### src/logic/buck_regs_defines.svh
/*
  constants for the buck converter setting registers: offsets, field
  positions, reset values and the monitor blanking time.
  assumes a 125 MHz core clock and a 32-bit classic wishbone slave port.
*/
`ifndef BUCK_REGS_DEFINES_SVH
`define BUCK_REGS_DEFINES_SVH

`define BUCK_B_INDEX        8'h17
`define BUCK_C_INDEX        8'h18
`define COMMIT_INDEX        8'h1a
`define BUCK_B_RESET        8'hb2
`define BUCK_C_RESET        8'hbd
`define SKIP_BIT            7
`define RSVD_BIT            6
`define CODE_MSB            5
`define COMMIT_BIT          0
`define ALT_COMMIT_BIT      1
`define CLK_FREQ_KHZ        125000
`define BLANK_TIME_MS       5
`define BLANK_CYCLES        (`BLANK_TIME_MS * `CLK_FREQ_KHZ)
`define BLANK_CNT_W         20

`endif

### src/logic/buck_regs_pkg.sv
/*
  types shared by the buck setting register bank.
  assumes the defines header is compiled alongside.
*/
package buck_regs_pkg;
  typedef logic [7:0] reg8_t;
  typedef logic [5:0] vcode_t;
  typedef enum logic [1:0] {
    BUS_IDLE = 2'b00,
    BUS_ACK  = 2'b01
  } bus_state_t;
endpackage

### src/logic/blank_if.sv
/*
  interface between the register bank and its blanking timer.
  assumes one clock domain.
*/
`timescale 1ns/100ps
interface blank_if;
  logic start;
  logic active;
  modport ctrl  (output start, input active);
  modport timer (input start, output active);
endinterface

### src/logic/buck_setting_regs.sv
/*
  buck b and buck c setting registers behind a classic wishbone slave,
  with a commit register for buck b and monitor blanking after accepted buck b and buck c writes.
  assumes the password sequencer outside drives PASSWORD_OK_IN as a level
  in this clock domain and drops it itself once a protected write is done.
*/
// Chosen here: the Wishbone slave port.
`timescale 1ns/100ps
`include "buck_regs_defines.svh"
module buck_setting_regs
  import buck_regs_pkg::*;
#(
  parameter int BLANK_CYCLES = `BLANK_CYCLES
) (
  input  wire logic                    CORE_CLK_IN,
  input  wire logic                    SYS_RST_IN,
  input  wire logic                    WB_CYC_IN,
  input  wire logic                    WB_STB_IN,
  input  wire logic                    WB_WE_IN,
  input  wire logic [31:0]             WB_ADR_IN,
  input  wire logic [3:0]              WB_SEL_IN,
  input  wire logic [31:0]             WB_DAT_IN,
  output logic      [31:0]             WB_DAT_OUT,
  output logic                         WB_ACK_OUT,
  input  wire logic                    PASSWORD_OK_IN,
  input  wire logic                    DEFAULT_SELECT_RESISTOR_IN,
  input  wire buck_regs_pkg::vcode_t   BUCK_C_ALT_CODE_IN,
  output buck_regs_pkg::vcode_t        BUCK_B_VOLTAGE_CODE_OUT,
  output logic                         BUCK_B_LIGHT_LOAD_SKIP_ENABLE_OUT,
  output buck_regs_pkg::vcode_t        BUCK_C_VOLTAGE_CODE_OUT,
  output logic                         BUCK_C_LIGHT_LOAD_SKIP_ENABLE_OUT,
  output logic                         MONITOR_BLANK_OUT
);
  reg8_t      buck_b_setting;
  reg8_t      buck_c_setting;
  vcode_t     buck_b_applied;
  bus_state_t bus_state;
  logic       default_select_resistor_meta;
  logic       default_select_resistor_sync;
  logic       strap_done;
  logic       commit_seen;
  blank_if    bif ();

  // the blanking assertions need a window of at least eight cycles
  if (BLANK_CYCLES < 8 || BLANK_CYCLES >= (1 << `BLANK_CNT_W)) begin : g_bad_blank
    $error("buck_setting_regs: BLANK_CYCLES out of range");
  end

  // synchronised default-select level, first stage read only by second;
  // no reset here so the pin level is already settled when reset ends
  always_ff @(posedge CORE_CLK_IN) begin
    default_select_resistor_meta <= DEFAULT_SELECT_RESISTOR_IN;
    default_select_resistor_sync <= default_select_resistor_meta;
  end

  // address decode, byte lane 0 carries the 8-bit registers
  wire [29:0] word_index = WB_ADR_IN[31:2];
  wire        req        = WB_CYC_IN && WB_STB_IN && (bus_state == BUS_IDLE);
  wire        hit_b      = (word_index == 30'(`BUCK_B_INDEX));
  wire        hit_c      = (word_index == 30'(`BUCK_C_INDEX));
  wire        hit_commit = (word_index == 30'(`COMMIT_INDEX));
  wire        lane0_wr   = req && WB_WE_IN && WB_SEL_IN[0];
  wire        prot_ok    = lane0_wr && PASSWORD_OK_IN;
  wire        wr_b       = prot_ok && hit_b;
  wire        wr_c       = prot_ok && hit_c;
  wire        wr_commit  = lane0_wr && hit_commit;
  wire        go         = wr_commit &&
                           (WB_DAT_IN[`COMMIT_BIT] || WB_DAT_IN[`ALT_COMMIT_BIT]);
  // bit 6 forced low on write, reserved bit never stored as one
  wire reg8_t wr_value   = {WB_DAT_IN[`SKIP_BIT], 1'b0, WB_DAT_IN[`CODE_MSB:0]};

  assign bif.start = wr_b || wr_c;

  // read mux, unmapped addresses read zero and still ack
  wire reg8_t rd_value = hit_b ? buck_b_setting :
                         hit_c ? buck_c_setting : 8'h00;

  // one wait state: ack the cycle after the request, then drop it
  always_ff @(posedge CORE_CLK_IN or posedge SYS_RST_IN) begin
    if (SYS_RST_IN)
      bus_state <= BUS_IDLE;
    else if (bus_state == BUS_ACK)
      bus_state <= BUS_IDLE;
    else if (WB_CYC_IN && WB_STB_IN)
      bus_state <= BUS_ACK;
  end

  always_ff @(posedge CORE_CLK_IN or posedge SYS_RST_IN) begin
    if (SYS_RST_IN)
      WB_DAT_OUT <= 32'h0000_0000;
    else if (req && !WB_WE_IN)
      WB_DAT_OUT <= {24'h00_0000, rd_value};
  end

  assign WB_ACK_OUT = (bus_state == BUS_ACK);

  // buck b register, rejected writes leave it alone
  always_ff @(posedge CORE_CLK_IN or posedge SYS_RST_IN) begin
    if (SYS_RST_IN)
      buck_b_setting <= `BUCK_B_RESET;
    else if (wr_b)
      buck_b_setting <= wr_value;
  end

  // strap is caught on the first edge after reset ends, not in reset
  always_ff @(posedge CORE_CLK_IN or posedge SYS_RST_IN) begin
    if (SYS_RST_IN)
      strap_done <= 1'b0;
    else
      strap_done <= 1'b1;
  end

  // buck c register; select resistor may replace the default code
  always_ff @(posedge CORE_CLK_IN or posedge SYS_RST_IN) begin
    if (SYS_RST_IN)
      buck_c_setting <= `BUCK_C_RESET;
    else if (wr_c)
      buck_c_setting <= wr_value;
    else if (!strap_done && default_select_resistor_sync)
      buck_c_setting[`CODE_MSB:0] <= BUCK_C_ALT_CODE_IN;
  end

  // applied buck b code only follows the register on commit
  always_ff @(posedge CORE_CLK_IN or posedge SYS_RST_IN) begin
    if (SYS_RST_IN)
      buck_b_applied <= vcode_t'(`BUCK_B_RESET);
    else if (go)
      buck_b_applied <= wr_b ? wr_value[`CODE_MSB:0] : buck_b_setting[`CODE_MSB:0];
  end

  always_ff @(posedge CORE_CLK_IN or posedge SYS_RST_IN) begin
    if (SYS_RST_IN)
      commit_seen <= 1'b0;
    else
      commit_seen <= go;
  end

  blank_timer #(
    .CYCLES (BLANK_CYCLES)
  ) u_blank (
    .clk_in (CORE_CLK_IN),
    .rst_in (SYS_RST_IN),
    .bif    (bif.timer)
  );

  // converter controls; the code maps to volts in the analog loop
  assign BUCK_B_VOLTAGE_CODE_OUT           = buck_b_applied;
  assign BUCK_B_LIGHT_LOAD_SKIP_ENABLE_OUT = buck_b_setting[`SKIP_BIT];
  assign BUCK_C_VOLTAGE_CODE_OUT           = buck_c_setting[`CODE_MSB:0];
  assign BUCK_C_LIGHT_LOAD_SKIP_ENABLE_OUT = buck_c_setting[`SKIP_BIT];
  assign MONITOR_BLANK_OUT                 = bif.active;
endmodule

### src/logic/blank_timer.sv
/*
  retriggerable monitor blanking timer; active while counting.
  assumes start is a one-cycle pulse from the same clock.
*/
`timescale 1ns/100ps
`include "buck_regs_defines.svh"
module blank_timer #(
  parameter int CYCLES = `BLANK_CYCLES
) (
  input  wire logic clk_in,
  input  wire logic rst_in,
  blank_if.timer    bif
);
  localparam logic [`BLANK_CNT_W-1:0] LOAD = CYCLES[`BLANK_CNT_W-1:0];
  logic [`BLANK_CNT_W-1:0] count;

  initial begin
    if (CYCLES < 8 || CYCLES >= (1 << `BLANK_CNT_W))
      $error("blank_timer: CYCLES out of range");
  end

  // a fresh write restarts the full window
  always_ff @(posedge clk_in or posedge rst_in) begin
    if (rst_in)
      count <= '0;
    else if (bif.start)
      count <= LOAD;
    else if (count != '0)
      count <= count - 1'b1;
  end

  assign bif.active = (count != '0);
endmodule

### config.mk
export PLATFORM = sky130hd
export DESIGN_NAME = buck_setting_regs
export DESIGN_NICKNAME = d
export VERILOG_FILES = /design/src/logic/buck_regs_pkg.sv /design/src/logic/blank_if.sv /design/src/logic/buck_setting_regs.sv /design/src/logic/blank_timer.sv
export VERILOG_INCLUDE_DIRS = /design/src /design/src/logic
export SDC_FILE = /design/constraint.sdc
export NUM_CORES = 1
export LEC_CHECK = 0
export BUFFER_PORTS_ARGS = -buffer_cell sky130_fd_sc_hd__buf_2
export CAP_MARGIN = 20
export CORE_MARGIN = 4
export CORE_UTILIZATION = 47
export CTS_CLUSTER_DIAMETER = 120
export DETAILED_ROUTE_END_ITERATION = 10
export PLACE_DENSITY = 0.8
export SYNTH_ARGS = -nofsm -noshare
export SYNTH_HDL_FRONTEND = slang
export SYNTH_SLANG_ARGS = --single-unit
export TNS_END_PERCENT = 50
### constraint.sdc
create_clock -name CORE_CLK_IN -period 2.6 [get_ports CORE_CLK_IN]
set_input_delay 0.26 -clock CORE_CLK_IN [delete_from_list [all_inputs] [get_ports CORE_CLK_IN]]
set_output_delay 0.26 -clock CORE_CLK_IN [all_outputs]
set_load 0.05 [all_outputs]
==> results of run 1 <==
## path summary, 6_finish.rpt
check	depth (start not counted)	slack (ns)	from	endpoint
setup / recovery	7	0.27	u_blank.count[0]$_DFFE_PP0P_	u_blank.count[16]$_DFFE_PP0P_
hold / removal	1	0.05	DEFAULT_SELECT_RESISTOR_IN	default_select_resistor_meta$_DFF_P_
setup reg to reg	7	0.27	u_blank.count[0]$_DFFE_PP0P_	u_blank.count[16]$_DFFE_PP0P_
hold reg to reg	0	0.33	default_select_resistor_meta$_DFF_P_	default_select_resistor_sync$_DFF_P_
max in group asynchronous	5	1.49	SYS_RST_IN	buck_b_setting[1]$_DFFE_PP1P_
min in group asynchronous	3	0.44	SYS_RST_IN	buck_c_setting[1]$_DFFE_PP0P_
## metal layers
metal,GRT usage (%),vias to the layer above,part of all wire (%)
met2,29.9,51,52
li1,-,1046,-
met5,0,-,0
met3,3.79,10,5.8
met4,4.89,0,1.7
met1,19.5,1014,41
## registers in the layout (all words and copies together), names as in the netlist, 6 cells and up
signal	count
buck_b_setting	7
u_blank.count	20
BUCK_B_VOLTAGE_CODE_OUT	6
WB_DAT_OUT	7
buck_c_setting	7
## power groups by stage
stage	combinational (W)	sequential (W)	clock [W]
floorplan	0.000158	0.000898	0
global placement	0.000247	0.000844	0
detailed placement	0.000250	0.000845	0
CTS	0.000250	0.000830	0.000502
global route	0.000270	0.000833	0.000533
finish	0.000254	0.000830	0.000481
## Yosys cell counts, drive strengths merged
cell type  instances
and4               1
nand4b             1
xnor2              4
dfxtp              2
dfstp             13
nor3b              1
or4b               1
nand3b             2
dfrtp             36
nand4              7
a31oi              1
conb               2
a211oi             2
nand3              8
or3b               1
and3               3
o2111ai            1
o31ai              2
ha                 2
nor3              10
buf               26
o21ai              3
clkbuf             1
a211o              2
and2               1
or2                2
a221o              7
or3                4
nor2b              9
or4                1
nand2              9
nand2b             1
nor4              13
a21oi              3
inv                4
o211ai             1
nor4b              2
xor2               7
a21boi             1
mux2              32
nor2              23
## per-stage QoR
step / worst slack [ns] / instance area, um^2 / utilization (%) / instances / power [W]
global placement: 0.273 / 3200 / 56.7 / 401 / 0.00109
CTS: 0.251 / 3300 / 58.4 / 409 / 0.00158
global route: 0.0370 / 3330 / 59.0 / 411 / 0.00164
floorplan: 0.172 / 2890 / - / 276 / 0.00106
finish: 0.266 / 3330 / 59.0 / 411 / 0.00157
detailed placement: 0.262 / 3200 / 56.7 / 401 / 0.00110
## area by class of cell
class,count,area [um^2],area share (%)
Inverter,4,15.0,0.451
Sequential cell,51,1280,38.5
Clock buffer,6,82.6,2.48
Multi-Input combinational cell,194,1390,41.9
Clock inverter,2,16.3,0.489
Tap cell,72,90.1,2.71
Timing Repair Buffer,82,448,13.5
## cell families (layout without fill, tap and decap cells)
family                   Yosys count  in the layout
adder cells (fa/ha/maj)            2              2
buffers and inverters             31             94
XOR/XNOR                          11             11
AND/OR/NAND/NOR                  100            100
flip-flops                        51             51
multiplexers                      32             32
other                              2             26
AO/OA/AOI/OAI                     23             23
## worst reg2reg max path: stages, from the launching register on
cell and delay (ns):
dfrtp_1 0.42, inv_1 0.13, ha_1 0.24, or4b_1 0.50, nor2_1 0.16, nand2_1 0.14
o21ai_0 0.16, or3b_2 0.45
==> flow_summary.json, run 1 <==
{
  "status": "finished, final reports clean",
  "synth_fa_ha_area_share_pct": 0.895,
  "yosysUniqueCellTypes": 48,
  "hp-class": "input pin to flip-flop",
  "crit_type": "flip-flop to flip-flop",
  "antenna_found_initial": 0,
  "track_usage_pct": 16.6,
  "required_ns": 2.78,
  "vias_per_cell": 5.16,
  "grt_pass1_wl_mm": 9.84,
  "path_buf_inv": 1,
  "power_frac_comb_pct": 16.2,
  "layout_common_cells": "73 x buf_2, 36 x dfrtp_1, 32 x mux2_2, 26 x conb_1, 23 x nor2_1",
  "fin_crit_sh_pct": 89.8,
  "ant_nets": 0,
  "synth-xor-area-share_pct": 3.45,
  "die_x_um": 85.1,
  "clk_path_buf_depth": 2,
  "finClkSkew_ns": 0.00858,
  "crit_path_start_kind": "flip-flop",
  "syn_area_um2": 2800,
  "yosys.area.top_type": "dfrtp_1",
  "p_int_w": 0.00110,
  "grt_pass1_vias": 2181,
  "period_minus_slack_ns": 2.33,
  "core_um2": 5640,
  "wl_mm": 5.81,
  "synth_compound_area_share_pct": 6.54,
  "p_leak_nw": 1.48,
  "tightest_slew_ns": 0.526,
  "die_area_um2": 7250,
  "synth_area_per_cell_um2": 11.1,
  "first_pass_iters": 4,
  "antenna_cells": 0,
  "synth_top_area_share_pct": 32.2,
  "hold-worst-slack_ns": 0.0534,
  "timing.setup.tns_ns": 0,
  "cts_buffers": 5,
  "power_frac_clock_pct": 30.7,
  "clk_pin_slew_worst_paths_ns": 0.09,
  "muxShareOfSynthArea_pct": 12.9,
  "post_cts.repair.setup_buffers": 0,
  "grt_start_max_net_pins": 49,
  "drc_errors": 0,
  "layout_commonest_cell": "buf_2",
  "path_cells": "inv_1 > ha_1 > or4b_1 > nor2_1 > nand2_1 > o21ai_0 > or3b_2",
  "cpMaxStageDelayCell": "or4b_1",
  "ys_seq_area_share_pct": 45.9,
  "yosys_warnings": 0,
  "die_y_um": 85.1,
  "vdd_drop_max_v": 0.000221,
  "num_vias": 2121,
  "seq_power_share_pct": 53.0,
  "cts-root-buf": "clkbuf_8",
  "slew_headroom_pct": 64.6,
  "synthCells": 252,
  "crit_fanout": 5,
  "dp_hpwl_mm": 4.65,
  "drt_iter0_drc": 29,
  "p_sw_w": 0.000461,
  "ys_ff_latch": 51,
  "nets": 421,
  "floorplan.io_pins": 129,
  "cts.sinks": 51,
  "cts_tree": "built",
  "grt_remaining_overflow": 0,
  "rsz0062_at_grt": "no",
  "fillCellCount": 483,
  "gp_congestion": 0.820,
  "io_buffers": 73,
  "rows": 27,
  "worstSkewPairLatency_ns": 0.30,
  "synthSimpleGateAreaFrac_pct": 22.6,
  "cp.arrival_ns": 2.51,
  "final-setup-viol-count": 0,
  "drv_cap": 0,
  "wl_per_cell_um": 14.1,
  "slew_viol_final": 0,
  "cts_hold_buf": 0,
  "synth_top_family_by_area": "simple AND/OR/NAND/NOR gates",
  "cts_resized": 0,
  "htree_levels": 2,
  "synth_area_leaders": "dfrtp_1 32%, mux2_2 13%, dfstp_2 12%",
  "p_per_area_nw_per_um2": 470,
  "drive_gt1_share_pct": 43.4,
  "finalHoldViolations": 0,
  "start_util_pct": 49.5,
  "crit_path_end_kind": "flip-flop",
  "netSwitchingFraction_pct": 29.5,
  "worst_path_largest_cell_delay_ns": 0.50,
  "syn_to_final_growth_pct": 19.0,
  "cpLargestDelayFamily": "simple AND/OR/NAND/NOR gates",
  "max_freq_ghz": 0.428
}
Power figures use the tool's default switching activity.
==> run 2, diff against run 1 <==
--- a/config.mk
+++ b/config.mk
@@ -6,10 +6,12 @@
 export SDC_FILE = /design/constraint.sdc
 export NUM_CORES = 1
 export LEC_CHECK = 0
+export ABC_AREA = 1
 export BUFFER_PORTS_ARGS = -buffer_cell sky130_fd_sc_hd__buf_2
 export CAP_MARGIN = 20
+export CORE_ASPECT_RATIO = 2
 export CORE_MARGIN = 4
-export CORE_UTILIZATION = 47
+export CORE_UTILIZATION = 49
 export CTS_CLUSTER_DIAMETER = 120
 export DETAILED_ROUTE_END_ITERATION = 10
 export PLACE_DENSITY = 0.8
==> run 2 against run 1 <==
Flip-flop and latch count is the same. Routed wire length grew 36%. Total power grew 18%. Via count grew 43%. Highest routed layer unchanged.
==> flow_summary.json, run 2 <==
{
  "clk_pin_slew_worst_paths_ns": 0.06,
  "syn_area_um2": 3300,
  "cp.arrival_ns": 1.99,
  "slew_viol_final": 0,
  "drt_iter0_drc": 213,
  "grt_pass1_wl_mm": 12.7,
  "synth.most_common_cell": "nand2_1",
  "layout_common_cells": "120 x nand2_1, 73 x buf_2, 61 x nor2_1, 54 x inv_1, 50 x nand3_1",
  "synth_area_leaders": "dfrtp_1 27%, nand2_1 14%, dfstp_2 10%",
  "dp.cells": 610,
  "wl_per_cell_um": 12.7,
  "crit_fanout": 26,
  "finClkSkew_ns": 0.00420,
  "io_buffers": 73,
  "status": "finished, final reports clean",
  "syn_to_final_growth_pct": 15.4,
  "yosys.area.top_type": "dfrtp_1",
  "track_usage_pct": 20.3,
  "tightest_slew_ns": 0.533,
  "drive_gt1_share_pct": 27.7,
  "grt_start_max_net_pins": 27,
  "num_vias": 3023,
  "p_leak_nw": 2.09,
  "p_sw_w": 0.000497,
  "seq_power_share_pct": 44.7,
  "post_cts.repair.setup_buffers": 0,
  "regToRegStartpoint": "u_blank.count[0]$_DFFE_PP0P_",
  "core_um2": 6570,
  "largest_reg_flops": 20,
  "synthTopCellsByCount": "120 x nand2_1, 61 x nor2_1, 55 x inv_1",
  "fin_util_pct": 58.0,
  "cts_resized": 0,
  "antenna_found_initial": 0,
  "die_x_um": 66.0,
  "wl_mm": 7.88,
  "slew_headroom_pct": 64.4,
  "htree_levels": 2,
  "r2r-end": "u_blank.count[8]$_DFFE_PP0P_",
  "rows": 42,
  "largest_register": "u_blank.count",
  "gp_congestion": 0.962,
  "final_cells": 618,
  "final-setup-viol-count": 0,
  "period_minus_slack_ns": 1.82,
  "ys_ff_latch": 51,
  "vias_per_cell": 4.89,
  "drc_errors": 0,
  "cts_hold_buf": 0,
  "power_frac_comb_pct": 13.4,
  "die_y_um": 124,
  "cts_buffers": 5,
  "yosysUniqueCellTypes": 34,
  "hold-worst-slack_ns": 0.00170,
  "fin_crit_sh_pct": 70.1,
  "layout_commonest_cell": "nand2_1",
  "grt_remaining_overflow": 0,
  "first_pass_iters": 5,
  "synth_area_per_cell_um2": 7.29,
  "ant_nets": 0,
  "nets": 612,
  "synth_top_area_share_pct": 27.3,
  "p_per_area_nw_per_um2": 485,
  "cts.sinks": 51,
  "r2r.worst_path.cells": 8,
  "crit_path_end_kind": "flip-flop",
  "finalHoldViolations": 0,
  "ys_async_sr_fraction_pct": 96.1,
  "netSwitchingFraction_pct": 26.9,
  "vdd_drop_max_v": 0.000384,
  "antenna_cells": 0,
  "required_ns": 2.77,
  "ff2ff_setup_slack_ns": 0.78,
  "cts-root-buf": "clkbuf_16",
  "power_frac_clock_pct": 41.9,
  "yosys_warnings": 0,
  "grt_pass1_vias": 3093,
  "die_area_um2": 8190,
  "worstSkewPairLatency_ns": 0.29,
  "dp_hpwl_mm": 6.40,
  "hp-class": "input pin to async pin",
  "rsz0062_at_grt": "no",
  "max_freq_ghz": 0.549,
  "p_int_w": 0.00135,
  "crit_type": "flip-flop to flip-flop",
  "cts_tree": "built",
  "drv_cap": 0,
  "ys_seq_area_share_pct": 38.9,
  "synthCells": 453,
  "timing.setup.tns_ns": 0,
  "clk_path_buf_depth": 2,
  "crit_path_start_kind": "flip-flop",
  "synth-edff-count": 0,
  "start_util_pct": 50.2,
  "floorplan.io_pins": 129,
  "synth_flop_cell": "dfrtp_1"
}
## run 2: cell count changes in the layout (fill, tap and decap cells not counted), moves of 6 or more
cell / change
nor4_1: -9
xor2_1: -6
nand3_1: +42
mux2_2: -32
and2_1: +6
nor2b_1: -9
a221o_1: -7
nand2_1: +111
inv_1: +51
nand2_2: +15
inv_2: +7
nor2_1: +38
nor2_2: +6
## run 2: cells by family after synthesis
| kind of cell | after synthesis | synth area share [%] |
|---|---|---|
| simple gates | 291 | 42.9 |
| buf+inv | 95 | 15.2 |
| flops | 51 | 38.9 |
| compound gates | 11 | 1.78 |
| fa+ha+maj | 2 | 0.758 |
| other cells | 2 | 0.228 |
| xor+xnor | 1 | 0.265 |
## run 2: critical path: stages, from the launching register on
cell and delay, ns:
dfrtp_1 0.36, inv_1 0.13, ha_1 0.21, nand2_1 0.07
nor3_2 0.25, nand3_4 0.31, nand2_1 0.17, nor2_1 0.04
nand3b_1 0.15
## run 2: power groups by stage
stage / Sequential [W] / Clock [W] / Combinational (W)
floorplan: 0.000886 / 0 / 0.000162
global placement: 0.000840 / 0 / 0.000245
detailed placement: 0.000841 / 0 / 0.000249
CTS: 0.000827 / 0.000782 / 0.000250
global route: 0.000829 / 0.000816 / 0.000268
finish: 0.000827 / 0.000774 / 0.000248
## run 2: worst max-delay path by stage
stage,start,to
floorplan,bus_state[0]$_DFFE_PP0P_,buck_c_setting[1]$_DFFE_PP0P_
global placement,bus_state[0]$_DFFE_PP0P_,u_blank.count[8]$_DFFE_PP0P_
detailed placement,u_blank.count[0]$_DFFE_PP0P_,u_blank.count[11]$_DFFE_PP0P_
CTS,u_blank.count[0]$_DFFE_PP0P_,u_blank.count[11]$_DFFE_PP0P_
global route,u_blank.count[0]$_DFFE_PP0P_,u_blank.count[8]$_DFFE_PP0P_
finish,u_blank.count[0]$_DFFE_PP0P_,u_blank.count[8]$_DFFE_PP0P_
## run 2: layer usage
metal  GRT usage, %  share of wire [%]  vias to the layer above
met2           39.4                 57                      113
met1           18.0                 32                     1384
met5              0                  0                        -
met3           2.98                5.1                       34
li1               -                  -                     1492
met4           15.1                5.6                        0
## run 2: final cells by class
| type | count | area (um^2) |
|---|---|---|
| clock buffer | 6 | 139 |
| inverter | 64 | 250 |
| timing repair buffer | 76 | 388 |
| sequential | 51 | 1280 |
| multi-input combinational | 331 | 1610 |
| fill | 614 | 2760 |
| tap | 88 | 110 |
| clock inverter | 2 | 35.0 |
## run 2: metrics by stage
step                      instance area (um^2)  worst slack (ns)  total power [W]
after global routing                      3810             0.616          0.00191
after floorplan                           3390             0.975          0.00105
final                                     3810             0.779          0.00185
after global placement                    3640             0.837          0.00109
after detailed placement                  3640             0.762          0.00109
after CTS                                 3810             0.764          0.00186
==> run 3, diff against run 2 <==
--- a/config.mk
+++ b/config.mk
@@ -11,10 +11,10 @@
 export CAP_MARGIN = 20
 export CORE_ASPECT_RATIO = 2
 export CORE_MARGIN = 4
-export CORE_UTILIZATION = 49
+export CORE_UTILIZATION = 45
 export CTS_CLUSTER_DIAMETER = 120
 export DETAILED_ROUTE_END_ITERATION = 10
-export PLACE_DENSITY = 0.8
+export PLACE_DENSITY = 0.78
 export SYNTH_ARGS = -nofsm -noshare
 export SYNTH_HDL_FRONTEND = slang
 export SYNTH_SLANG_ARGS = --single-unit
==> constraint.sdc (replaced) <==
create_clock -name CORE_CLK_IN -period 1.65 [get_ports CORE_CLK_IN]
set_input_delay 0.165 -clock CORE_CLK_IN [delete_from_list [all_inputs] [get_ports CORE_CLK_IN]]
set_output_delay 0.165 -clock CORE_CLK_IN [all_outputs]
set_load 0.05 [all_outputs]
==> run 3 against run 2 <==
Largest power group unchanged. Combinational power increased by 61%. Clock skew increased by 0.00090 ns. Largest cell class unchanged. First-iteration DRC count decreased by 23%. Routed wire length increased by 9.8%.
==> flow_summary.json, run 3 (synthesized netlist as in run 2, its figures left out) <==
{
  "clk_pin_slew_worst_paths_ns": 0.07,
  "cts_tree": "built",
  "p_per_area_nw_per_um2": 679,
  "finClkSkew_ns": 0.00510,
  "syn_to_final_growth_pct": 30.1,
  "nets": 654,
  "largest_reg_flops": 20,
  "period_minus_slack_ns": 1.64,
  "grt_pass1_wl_mm": 13.2,
  "hold-worst-slack_ns": 0.123,
  "drc_errors": 0,
  "ant_nets": 0,
  "antenna_found_initial": 0,
  "largest_register": "u_blank.count",
  "die_x_um": 68.6,
  "io_buffers": 73,
  "rows": 44,
  "hp-class": "input pin to flip-flop",
  "max_freq_ghz": 0.608,
  "status": "finished, final reports clean",
  "layout_commonest_cell": "nand2_1",
  "hold_start": "WB_DAT_IN[3]",
  "die_area_um2": 8850,
  "gp_congestion": 0.992,
  "vdd_drop_max_v": 0.000421,
  "wl_mm": 8.65,
  "worstHoldPathCells": 3,
  "hold_end": "buck_c_setting[3]$_DFFE_PP1P_",
  "grt_start_max_net_pins": 50,
  "worstSkewPairLatency_ns": 0.29,
  "drv_cap": 0,
  "cts_buffers": 5,
  "floorplan.io_pins": 129,
  "start_util_pct": 45.8,
  "htree_levels": 2,
  "vias_per_cell": 4.82,
  "final-setup-viol-count": 0,
  "layout_common_cells": "118 x nand2_1, 72 x buf_2, 54 x nor2_1, 51 x inv_1, 46 x nand3_1",
  "crit_path_end_kind": "output pin",
  "r2r.worst_path.cells": 10,
  "wl_per_cell_um": 13.0,
  "core_um2": 7210,
  "cts.sinks": 51,
  "drive_gt1_share_pct": 35.8,
  "crit_path_start_kind": "flip-flop",
  "cts-root-buf": "clkbuf_16",
  "drt_iter0_drc": 163,
  "crit_type": "flip-flop to output pin",
  "finalHoldViolations": 0,
  "grt_pass1_vias": 3100,
  "crit_start": "u_blank.count[12]$_DFFE_PP0P_",
  "timing.setup.tns_ns": 0,
  "r2r-end": "u_blank.count[13]$_DFFE_PP0P_",
  "crit_fanout": 5,
  "dp_hpwl_mm": 6.66,
  "antenna_cells": 0,
  "num_vias": 3199,
  "cpMaxStageDelayCell": "dfrtp_1",
  "cp.arrival_ns": 1.48,
  "ff2ff_setup_slack_ns": 0.05,
  "cpLargestDelayFamily": "simple AND/OR/NAND/NOR gates",
  "grt_remaining_overflow": 0,
  "die_y_um": 129,
  "path_buf_inv": 2,
  "fin_crit_sh_pct": 99.7,
  "clk_path_buf_depth": 2,
  "p_leak_nw": 2.32,
  "slew_viol_final": 0,
  "regToRegStartpoint": "bus_state[0]$_DFFE_PP0P_",
  "required_ns": 1.48,
  "track_usage_pct": 19.5,
  "worst_path_largest_cell_delay_ns": 0.43,
  "path_cells": "nor2_1 > nand2_1 > nor2_4 > buf_6 > nand3_4 > buf_8",
  "first_pass_iters": 5
}
==> run 3: cell count changes in the layout (fill, tap and decap cells not counted), moves of 3 or more <==
cell and change:
buf_4 +35, nor2_1 -7, nor2_2 +5, nand3_1 -4, inv_1 -3, inv_2 +3, nand3_4 +3
==> run 3: worst max-delay path by stage <==
stage                               endpoint  cells past startpoint
2_1_floorplan  buck_c_setting[1]$_DFFE_PP0P_                      9
3_3_place_gp   u_blank.count[14]$_DFFE_PP0P_                     10
3_5_place_dp   u_blank.count[18]$_DFFE_PP0P_                     10
4_1_cts                    MONITOR_BLANK_OUT                      6
5_1_grt                    MONITOR_BLANK_OUT                      6
6_report                   MONITOR_BLANK_OUT                      6
==> run 3: area by class of cell <==
type,instances,area [um^2]
Clock buffer,6,139
Clock inverter,2,35.0
Fill cell,655,2920
Inverter,64,250
Multi-Input combinational cell,332,1730
Sequential cell,51,1280
Tap cell,92,115
Timing Repair Buffer,117,743
==> run 3: worst register-to-register path: cells and delay by family (launching register included) <==
family,cells,cell delay (ns)
AOI/OAI and AO/OA,1,0.07
buffers and inverters,4,0.46
DFF,1,0.37
and+or+nand+nor,5,0.60
==> run 3: report_power, final <==
part | switching, W | leakage [nW] | internal (W)
Sequential | 0.0000186 | 0.558 | 0.00129
Combinational | 0.000302 | 1.67 | 0.0000973
Clock | 0.000457 | 0.0868 | 0.000754
==> run 3: timing repair <==
| item | in CTS | in global routing |
|---|---|---|
| gates resized for setup | 10 | 22 |
| hold buffers | 2 | 0 |
| endpoints found under the hold margin | 37 | 0 |
| endpoints found under the setup margin | 9 | 19 |
| cloned | 0 | 1 |
| pin swaps | 2 | 12 |
| buffers inserted | 2 | 10 |
==> run 3: metrics by stage <==
stage	utilization (%)	instances	setup slack, ns	area [um^2]	total power, W
after floorplan	-	477	0.0247	3390	0.00165
after global placement	53.6	641	0.0487	3870	0.00172
after detailed placement	53.6	641	-0.0147	3870	0.00172
after CTS	57.0	653	-0.00314	4110	0.00292
after global routing	59.6	664	-0.0659	4300	0.00301
final	59.6	664	0.00501	4300	0.00292
==> run 3: metal layers <==
| layer | track usage [%] | part of all wire [%] | vias up |
|---|---|---|---|
| met5 | 0 | 0 | - |
| met4 | 10.6 | 4.9 | 0 |
| met3 | 2.43 | 4.9 | 31 |
| met2 | 37.0 | 57 | 117 |
| met1 | 19.1 | 33 | 1472 |
| li1 | - | - | 1579 |
